$ cat config.mk
export PLATFORM = sky130hd
export DESIGN_NAME = dspm_pin_mux
export DESIGN_NICKNAME = d
export VERILOG_FILES = /design/src/core/dspm_pkg.sv /design/src/core/dspm_pin_cell.sv /design/src/core/dspm_pin_mux.sv
export SDC_FILE = /design/constraint.sdc
export NUM_CORES = 1
export LEC_CHECK = 0
export BUFFER_PORTS_ARGS = -buffer_cell sky130_fd_sc_hd__buf_2
export CAP_MARGIN = 20
export CORE_MARGIN = 1
export CORE_UTILIZATION = 42
export CTS_CLUSTER_DIAMETER = 200
export DETAILED_ROUTE_END_ITERATION = 8
export GPL_TIMING_DRIVEN = 0
export MAX_ROUTING_LAYER = met4
export PLACE_DENSITY = 0.8
export SLEW_MARGIN = 40
export SYNTH_ARGS = -nofsm -noshare
export SYNTH_HDL_FRONTEND = slang
export SYNTH_SLANG_ARGS = --single-unit
$ cat constraint.sdc
create_clock -name ref_clk -period 1.2 [get_ports ref_clk]
set_input_delay 0.3 -clock ref_clk [delete_from_list [all_inputs] [get_ports ref_clk]]
set_output_delay 0.3 -clock ref_clk [all_outputs]
set_load 0.05 [all_outputs]
$ cat src/core/dspm_pkg.sv
// Purpose: Shared constants and carrier types for the decoder/SPI pin mux.
// Assumes: Port C is 16 bits wide; only bits 0-3 and 8-10 are muxed here.
// Notes:   Shared pin order is phase A, phase B, index, home, then the
//          three current-status pins.
package dspm_pkg;

   // ******************************************************************
   // Sizes and pin order
   // ******************************************************************
   localparam int NUM_DEC = 4;
   localparam int NUM_CS = 3;
   localparam int NUM_SHARED = 7;
   localparam int NUM_PWM = 6;
   localparam int PORTC_W = 16;

   localparam int PIN_PHASE_A = 0;
   localparam int PIN_PHASE_B = 1;
   localparam int PIN_INDEX = 2;
   localparam int PIN_HOME = 3;
   localparam int PIN_CS0 = 4;

   // Port C bit that owns each shared pin, indexed by shared pin number
   localparam logic [NUM_SHARED-1:0][3:0] SHARED_PC_BIT =
      {4'ha, 4'h9, 4'h8, 4'h3, 4'h2, 4'h1, 4'h0};

   // ******************************************************************
   // Reset values
   // ******************************************************************
   localparam logic [PORTC_W-1:0] PULLUP_RST = 16'hffff;
   localparam logic [PORTC_W-1:0] GPIO_MODE_RST = 16'h0000;
   localparam logic [PORTC_W-1:0] DIR_RST = 16'h0000;
   localparam logic [PORTC_W-1:0] DOUT_RST = 16'h0000;
   localparam logic [NUM_DEC-1:0] SPI_SEL_RST = 4'h0;
   localparam logic MASTER_RST = 1'b0;

   // Levels the SPI core sees while its pins are not routed
   localparam logic SPI_IDLE_DATA = 1'b0;
   localparam logic SPI_IDLE_SS_N = 1'b1;

   // ******************************************************************
   // Carrier types
   // ******************************************************************
   typedef struct packed {
      logic gpioMode;
      logic gpioDir;
      logic gpioOut;
      logic pullEn;
   } dspm_pin_cfg_t;

   typedef struct packed {
      logic out;
      logic oe;
      logic pullEn;
   } dspm_pad_t;

   localparam dspm_pad_t PAD_RST = '{out: 1'b0, oe: 1'b0, pullEn: 1'b1};

endpackage : dspm_pkg

$ cat src/core/dspm_pin_cell.sv
// Purpose: One shared pad: picks GPIO or peripheral drive, registers it.
// Assumes: Configuration arrives already registered from the mux top.
// Notes:   Output enable is high while the device drives the pad.
module dspm_pin_cell (
   input wire logic ref_clk,
   input wire logic rst,
   input dspm_pkg::dspm_pin_cfg_t cfg,
   input wire logic altOut,
   input wire logic altOe,
   input wire logic padIn,
   output dspm_pkg::dspm_pad_t pad,
   output logic gpioIn
);
   import dspm_pkg::*;

   dspm_pad_t pad_d;
   dspm_pad_t pad_q;
   logic gpioIn_q;

   // GPIO owns the pad when selected, otherwise the peripheral does
   always_comb begin
      pad_d.pullEn = cfg.pullEn;
      if (cfg.gpioMode) begin
         pad_d.out = cfg.gpioOut;
         pad_d.oe = cfg.gpioDir;
      end else begin
         pad_d.out = altOut;
         pad_d.oe = altOe;
      end
   end

   // Pad drive register; reset floats the pad with pull-up on
   always_ff @(posedge ref_clk) begin
      if (rst) begin
         pad_q <= PAD_RST;
      end else begin
         pad_q <= pad_d;
      end
   end

   // GPIO read-back; reads zero while a peripheral owns the pad
   always_ff @(posedge ref_clk) begin
      if (rst) begin
         gpioIn_q <= 1'b0;
      end else begin
         gpioIn_q <= cfg.gpioMode & padIn;
      end
   end

   assign pad = pad_q;
   assign gpioIn = gpioIn_q;

endmodule : dspm_pin_cell

$ cat src/core/dspm_pin_mux.sv
// Purpose: Pin mux for decoder phase A/B, index, home, current status
//          and the six PWM A outputs.
// Assumes: All pad inputs are synchronous to ref_clk.
// Notes:   Peripheral paths add one register stage, port C config two; SPI timing is kept since
//          clock and data pass through equal delay.
// Notes on behaviour
// - Phase-B select routes phase-B pad to SPI master-out data.
// - Index select routes index pad to SPI master-in data.
// - Home select routes home pad to SPI slave-select input.
// - After reset the four pins serve the decoder and timer B, not SPI/GPIO.
// - Clearing port C pull-up bits 1-3 drops phase-B/index/home pull-ups.
// - Each pin in GPIO mode is individually input or output.
// - Master drives master-out data half a clock before slave samples.
// - Unselected slave floats its master-in line.
// - Slave presents output data half a clock before master samples.
// - Slave select flags contention as master, selects device as slave.
// - Current-status inputs feed the PWM A pulse width correction.
// - At reset current-status pins serve current status, not GPIO.
// - Clearing the pull-up bit drops the current-status pin pull-up.
// - Six PWM A outputs stay tri-stated during reset.
// - Phase-A select routes phase-A pad to the SPI serial clock.
module dspm_pin_mux (
   input wire logic ref_clk,
   input wire logic rst,
   // Software configuration
   input wire logic [dspm_pkg::NUM_DEC-1:0] spiSelect,
   input wire logic spiMasterMode,
   input wire logic [dspm_pkg::PORTC_W-1:0] portCGpioMode,
   input wire logic [dspm_pkg::PORTC_W-1:0] portCDir,
   input wire logic [dspm_pkg::PORTC_W-1:0] portCDataOut,
   input wire logic [dspm_pkg::PORTC_W-1:0] portCPullupEnable,
   output logic [dspm_pkg::PORTC_W-1:0] portCDataIn,
   // Shared pads
   input wire logic [dspm_pkg::NUM_SHARED-1:0] padIn,
   output dspm_pkg::dspm_pad_t [dspm_pkg::NUM_SHARED-1:0] sharedPad,
   // Timer B channels 0-3
   input wire logic [dspm_pkg::NUM_DEC-1:0] timerBOut,
   input wire logic [dspm_pkg::NUM_DEC-1:0] timerBOe,
   output logic [dspm_pkg::NUM_DEC-1:0] timerBIn,
   // Decoder inputs
   output logic decoderPhaseAIn,
   output logic decoderPhaseBIn,
   output logic decoderIndexIn,
   output logic decoderHomeIn,
   // SPI B core side
   input wire logic spiBClkOut,
   input wire logic spiBMasterOut,
   input wire logic spiBMisoOut,
   output logic spiBClkIn,
   output logic spiBMasterOutIn,
   output logic spiBMasterIn,
   output logic spiBSlaveSelectN,
   output logic spiBContention,
   // PWM A
   input wire logic [dspm_pkg::NUM_PWM-1:0] pwmADrive,
   input wire logic pwmAEnable,
   output logic [dspm_pkg::NUM_PWM-1:0] pwmAOut,
   output logic [dspm_pkg::NUM_PWM-1:0] pwmAOe,
   output logic [dspm_pkg::NUM_CS-1:0] pwmACurrentStatus
);
   import dspm_pkg::*;

   // ******************************************************************
   // Configuration registers
   // ******************************************************************
   logic [NUM_DEC-1:0] spiSel_q;
   logic master_q;
   logic [PORTC_W-1:0] gpioMode_q;
   logic [PORTC_W-1:0] dir_q;
   logic [PORTC_W-1:0] dout_q;
   logic [PORTC_W-1:0] pull_q;

   // reset defaults: peripheral functions, SPI off, pull-ups on
   always_ff @(posedge ref_clk) begin
      if (rst) begin
         spiSel_q <= SPI_SEL_RST;
         master_q <= MASTER_RST;
         gpioMode_q <= GPIO_MODE_RST;
         dir_q <= DIR_RST;
         dout_q <= DOUT_RST;
         pull_q <= PULLUP_RST;
      end else begin
         spiSel_q <= spiSelect;
         master_q <= spiMasterMode;
         gpioMode_q <= portCGpioMode;
         dir_q <= portCDir;
         dout_q <= portCDataOut;
         pull_q <= portCPullupEnable;
      end
   end

   // ******************************************************************
   // Peripheral drive per shared pin
   // ******************************************************************
   logic [NUM_SHARED-1:0] altOut;
   logic [NUM_SHARED-1:0] altOe;
   logic [NUM_DEC-1:0] spiRouted;
   logic ssN;
   logic [NUM_SHARED-1:0] gpioRaw;

   // A pin routes to SPI only when GPIO does not own it
   always_comb begin
      for (int i = 0; i < NUM_DEC; i++) begin
         spiRouted[i] = spiSel_q[i] &
            ~gpioMode_q[SHARED_PC_BIT[i]];
      end
   end

   // slave select pad; idle high when home is not routed
   assign ssN = spiRouted[PIN_HOME] ? padIn[PIN_HOME] : SPI_IDLE_SS_N;

   // Decoder pins fall back to the timer channel when SPI is off
   always_comb begin
      altOut = '0;
      altOe = '0;
      for (int i = 0; i < NUM_DEC; i++) begin
         altOut[i] = timerBOut[i];
         altOe[i] = timerBOe[i];
      end
      if (spiRouted[PIN_PHASE_A]) begin
         altOut[PIN_PHASE_A] = spiBClkOut;
         altOe[PIN_PHASE_A] = master_q;
      end
      if (spiRouted[PIN_PHASE_B]) begin
         altOut[PIN_PHASE_B] = spiBMasterOut;
         altOe[PIN_PHASE_B] = master_q;
      end
      if (spiRouted[PIN_INDEX]) begin
         altOut[PIN_INDEX] = spiBMisoOut;
         altOe[PIN_INDEX] = ~master_q & ~ssN;
      end
      if (spiRouted[PIN_HOME]) begin
         altOut[PIN_HOME] = 1'b0;
         altOe[PIN_HOME] = 1'b0;
      end
   end

   // ******************************************************************
   // Pad cells
   // ******************************************************************
   genvar g;
   generate
      for (g = 0; g < NUM_SHARED; g++) begin : gPin
         dspm_pin_cfg_t cfg;
         assign cfg.gpioMode = gpioMode_q[SHARED_PC_BIT[g]];
         assign cfg.gpioDir = dir_q[SHARED_PC_BIT[g]];
         assign cfg.gpioOut = dout_q[SHARED_PC_BIT[g]];
         assign cfg.pullEn = pull_q[SHARED_PC_BIT[g]];
         dspm_pin_cell uCell (
            .ref_clk(ref_clk),
            .rst(rst),
            .cfg(cfg),
            .altOut(altOut[g]),
            .altOe(altOe[g]),
            .padIn(padIn[g]),
            .pad(sharedPad[g]),
            .gpioIn(gpioRaw[g])
         );
         assign portCDataIn[SHARED_PC_BIT[g]] = gpioRaw[g];

      end
   endgenerate

   // Port C bits not muxed here read as zero
   assign portCDataIn[7:4] = 4'h0;
   assign portCDataIn[15:11] = 5'h00;

   // ******************************************************************
   // Inputs to the cores
   // ******************************************************************
   logic [NUM_DEC-1:0] decPeriph;
   assign decPeriph = ~spiRouted & ~{gpioMode_q[SHARED_PC_BIT[3]],
      gpioMode_q[SHARED_PC_BIT[2]], gpioMode_q[SHARED_PC_BIT[1]],
      gpioMode_q[SHARED_PC_BIT[0]]};

   // decoder and timer see pads unless SPI or GPIO own them
   always_ff @(posedge ref_clk) begin
      if (rst) begin
         decoderPhaseAIn <= 1'b0;
         decoderPhaseBIn <= 1'b0;
         decoderIndexIn <= 1'b0;
         decoderHomeIn <= 1'b0;
         timerBIn <= '0;
      end else begin
         decoderPhaseAIn <= decPeriph[PIN_PHASE_A] & padIn[PIN_PHASE_A];
         decoderPhaseBIn <= decPeriph[PIN_PHASE_B] & padIn[PIN_PHASE_B];
         decoderIndexIn <= decPeriph[PIN_INDEX] & padIn[PIN_INDEX];
         decoderHomeIn <= decPeriph[PIN_HOME] & padIn[PIN_HOME];
         timerBIn <= decPeriph & padIn[NUM_DEC-1:0];
      end
   end

   // SPI inputs idle while their pins are not routed
   always_ff @(posedge ref_clk) begin
      if (rst) begin
         spiBClkIn <= SPI_IDLE_DATA;
         spiBMasterOutIn <= SPI_IDLE_DATA;
         spiBMasterIn <= SPI_IDLE_DATA;
         spiBSlaveSelectN <= SPI_IDLE_SS_N;
      end else begin
         spiBClkIn <= spiRouted[PIN_PHASE_A] ? padIn[PIN_PHASE_A]
            : SPI_IDLE_DATA;
         spiBMasterOutIn <= spiRouted[PIN_PHASE_B] ? padIn[PIN_PHASE_B]
            : SPI_IDLE_DATA;
         spiBMasterIn <= spiRouted[PIN_INDEX] ? padIn[PIN_INDEX]
            : SPI_IDLE_DATA;
         spiBSlaveSelectN <= ssN;
      end
   end

   // another master pulling select low while we are master
   always_ff @(posedge ref_clk) begin
      if (rst) begin
         spiBContention <= 1'b0;
      end else begin
         spiBContention <= master_q & ~ssN;
      end
   end

   // current status reaches PWM unless GPIO takes the pin
   always_ff @(posedge ref_clk) begin
      if (rst) begin
         pwmACurrentStatus <= '0;
      end else begin
         for (int i = 0; i < NUM_CS; i++) begin
            pwmACurrentStatus[i] <= ~gpioMode_q[SHARED_PC_BIT[PIN_CS0+i]]
               & padIn[PIN_CS0+i];
         end
      end
   end

   // ******************************************************************
   // PWM A outputs
   // ******************************************************************
   // outputs float under reset and until PWM enables them
   always_ff @(posedge ref_clk) begin
      if (rst) begin
         pwmAOut <= '0;
         pwmAOe <= '0;
      end else begin
         pwmAOut <= pwmADrive;
         pwmAOe <= {NUM_PWM{pwmAEnable}};
      end
   end
endmodule : dspm_pin_mux

Yosys cells after proc, flatten, opt, wreduce, memory -nomap -nowiden

Cells that the tools add are included.

Logic and storage cells: 102
Output and inout port bits: 65
Flip-flop bits (word level): 100

Muxes and demuxes: 13
Bitwise operators: 36
Reduce and logical (&&, ||, !) cells: 6

Operators with widths:

| kind               | number |
|---|---|
| 1-bit AND          | 20 |
| 1-bit NOT          | 12 |
| 2-bit OR reduction | 6 |
| 1-bit two-way mux  | 9 |
| 4-bit AND          | 2 |
| 2-bit two-way mux  | 4 |
| 4-bit NOT          | 2 |

Longest topological paths before layout

Word-level depth: 7
Depth in mapped cells: 4

Modules after synthesis

A second synthesis with hierarchy kept.

Cells, all modules: 214
Area total of the unflattened synthesis: 2546.2 um^2

Modules (own cells, without submodules):

| module        | cells each | area an instance (um^2) | times used |
|---|---|---|---|
| dspm_pin_mux  | 144        | 1679.1                  | 1 |
| dspm_pin_cell | 10         | 123.9                   | 7 |

Least setup slack after synthesis

OpenSTA, ideal clock, no wires.

Path kind: register to output
Start point: register pwmAOe[0] (netlist name)
End point: output port pwmAOe[1] in the netlist's numbering
Cell stages (with the launch flop): 2
Data required time: 0.900 ns
Slack: -0.073 ns
Path buffers: 1
Data arrival time: 0.973 ns
Path through: dfxtp_1 -> buf_4

RTL lines:

| item             | RTL line           | text |
|---|---|---|
| end: declaration | dspm_pin_mux.sv:58 | `output logic [dspm_pkg::NUM_PWM-1:0] pwmAOe,` |

No word-level cell between the ends.

Worst setup path after layout

Start point: register pwmAOe[0] (netlist name)
End point: output port pwmAOe[1] in the netlist's numbering

No word-level cell between the ends.

==> qor.yml <==
power:
  p_leak_uw: 0.001721
  ir_drop_mv: 0.9221
  p_per_area_nw_per_um2: 1542
floorplan:
  dieHeight_um: 79.86
  fp-row-count: 27
  core_um2: 5675
  fp.dieW_um: 79.86
  start_util: 0.4486
  io-pin-count: 161
  fp.dieArea_um2: 6378
cells_and_area:
  multi_input_area_um2: 733.2
  mostFrequentLayoutCell: "dfxtp_1"
  seq_area_um2: 1612
  final_cell_mix: "dfxtp_1, buf_2, buf_4"
  design_area_um2: 3729
  area_growth_pct: 46.44
  nFillCells: 483
  drive_gt1_frac: 0.5086
  diodes: 0
  nets: 441
placed_design:
  dpl_cell_area_um2: 3243
  io_buffer_count: 115
  dp.final_hpwl_um: 3799
  pre_cts_ws_ns: -0.1540
  gp_congestion: 0.6896
critical_path:
  cp_max_fo: 6
  r2r_cells: 2
  worst_ep_required_time_ns: 0.90
  setup.worst_path.start_class: "flip-flop"
  cp.arrival_ns: 0.97
  worstSetupEndpointType: "output pin"
  path_class: "reg -> out"
detailed_routing:
  drc_errors: 0
  drt_first_pass_iters: 4
  via_count: 1824
  wirelength_um: 5414
  final_antenna_net_count: 0
  drt_iter0_drc: 29
  routedWlPerCell_um: 12.83
  routed_via_density: 4.322
hold_path:
  hold_path_depth: 2
  hold_path_class: "in -> reg"
grt:
  grt_pass1_wl_um: 8224
  grt_overflow_total: 0
  grt_max_degree: 14
  grtUsageTotal: 0.1825
  antenna_found_initial: 0
  grt_pass1_vias: 1744
timing:
  fin_ws_ns: -0.07423
  slew_headroom: 0.6355
  max_freq_mhz: 784.8
  setup_viol: 10
  tightestPinTransition_ns: 0.5468
  hold_violations: 0
  finalSetupTns_ns: -0.4658
  period_minus_slack_ns: 1.274
  rsz0062_at_grt: "true"
  slew_violations: 0
  fin_crit_sh: 1.062
  fin_skew_ns: 0.006232
logic_synthesis:
  ys_seq_area_frac: 0.6290
  synth_cell_types: 24
  ys_ff_latch: 80
  yosys_warnings: 0
  syn-cell-area_um2: 2546
  synth_top_area_frac: 0.6290
  synthArstFlopShare: 0
  synth_edf_count: 0
  yosys.area.top_type: "dfxtp_1"
  syn_area_per_cell_um2: 11.68
  synth_cells: 218
  synthFlopType: "dfxtp_1"
  synth.area.top_cells: "dfxtp_1, nor2b_1, buf_4"
clock_tree:
  numCtsBuffers: 9
  cts.sinks: 80
  cts_max_level: 3
  cts_tree: "built"
  worstSkewPairLatency_ns: 0.34
  clock_path_buffers: 2
  cts-root-buf: "clkbuf_8"
  clk_pin_slew_worst_paths_ns: 0.08
  post_cts_buffers: 0
status:
  failed_checks: "setup timing"
  status: "complete, but fails checks"
job:
  drv_cap: 0
-- power by group --
group | switching [µW] | internal (µW)
Combinational | 507 | 347
Clock | 921 | 1130
Sequential | 61.5 | 2780
-- cell type report --
cell class / instances / area share
multi-input cells: 109 / 0.1966
clock inverters: 4 / 0.01376
clock buffers: 12 / 0.04430
inverters: 4 / 0.004027
flip-flops and latches: 80 / 0.4322
well taps: 72 / 0.02416
plain buffers: 26 / 0.05570
repair buffers: 115 / 0.2292
-- final timing paths --
| path | from | to | slack [ns] |
|---|---|---|---|
| max | pwmAOe[0] | pwmAOe[1] | -0.07 |
| max reg2reg | spiSel_q[3] | gPin[2].uCell.pad[1] | 0.09 |
| min | portCPullupEnable[1] | pull_q[1] | 0.14 |
| min reg2reg | pull_q[9] | gPin[5].uCell.pad[0] | 0.41 |
-- kinds of logic (layout without fill, tap and decap cells) --
group                  count (synthesis)  in the layout  synth area share
AND/OR/NAND/NOR                       87             87            0.2314
flip-flops                            80             80            0.6290
buffers and inverters                 37            161           0.09484
AO/OA/AOI/OAI                          8              8           0.02359
multiplexers                           5              5           0.01966
other                                  1              9          0.001473
-- layer usage --
metal | vias to the layer above | wire, µm | GRT usage | part of all wire
met2 | 76 | 2793 | 0.3077 | 0.52
met4 | 0 | 60 | 0.09286 | 0.011
met5 | - | 0 | - | 0
met3 | 5 | 328 | 0.04229 | 0.061
li1 | 917 | - | - | -
met1 | 826 | 2232 | 0.2014 | 0.41
-- cell usage after synthesis (2+ instances only) --
cell,number
a211oi_1,5
a21oi_1,2
and2_1,9
buf_4,26
clkbuf_1,5
dfxtp_1,80
inv_1,4
mux2i_1,5
nand2_1,2
nor2b_1,41
nor3b_1,6
nor4b_1,4
nor4bb_1,3
or2_2,14
or3b_2,3
-- through the flow --
| step | util | cells | total power, µW | hold slack [ns] |
|---|---|---|---|---|
| after global routing | 0.6570 | 422 | 5983 | 0.1170 |
| after global placement | 0.5714 | 413 | 3641 | 0.3921 |
| after detailed placement | 0.5714 | 413 | 3656 | 0.3970 |
| final | 0.6570 | 422 | 5748 | 0.1374 |
| after CTS | 0.6537 | 422 | 5796 | 0.1191 |
| after floorplan | - | 226 | 3438 | 0.3895 |
-- worst max-delay path, cell delays in order, from the launching register on --
cell and delay [ns]:
dfxtp_4 0.40, buf_6 0.11, buf_8 0.13
-- state kept, by name (all words and copies together), names as in the netlist --
name	cells
gPin.uCell.pad	21
dir_q	7
dout_q	7
gPin.uCell.gpioIn	7
gpioMode_q	7
pull_q	7
pwmAOut	6
spiSel_q	4
timerBIn	4
pwmACurrentStatus	3
master_q	1
pwmAOe	1
spiBClkIn	1
spiBContention	1
spiBMasterIn	1
spiBMasterOutIn	1
spiBSlaveSelectN	1
-- timing repair --
item | in CTS | in global routing
gates resized for setup | 102 | 7
pin swaps | 0 | 1
setup endpoints to repair | 55 | 16
hold buffers | 0 | 0
Note: power is estimated with default switching activity, not from simulation.
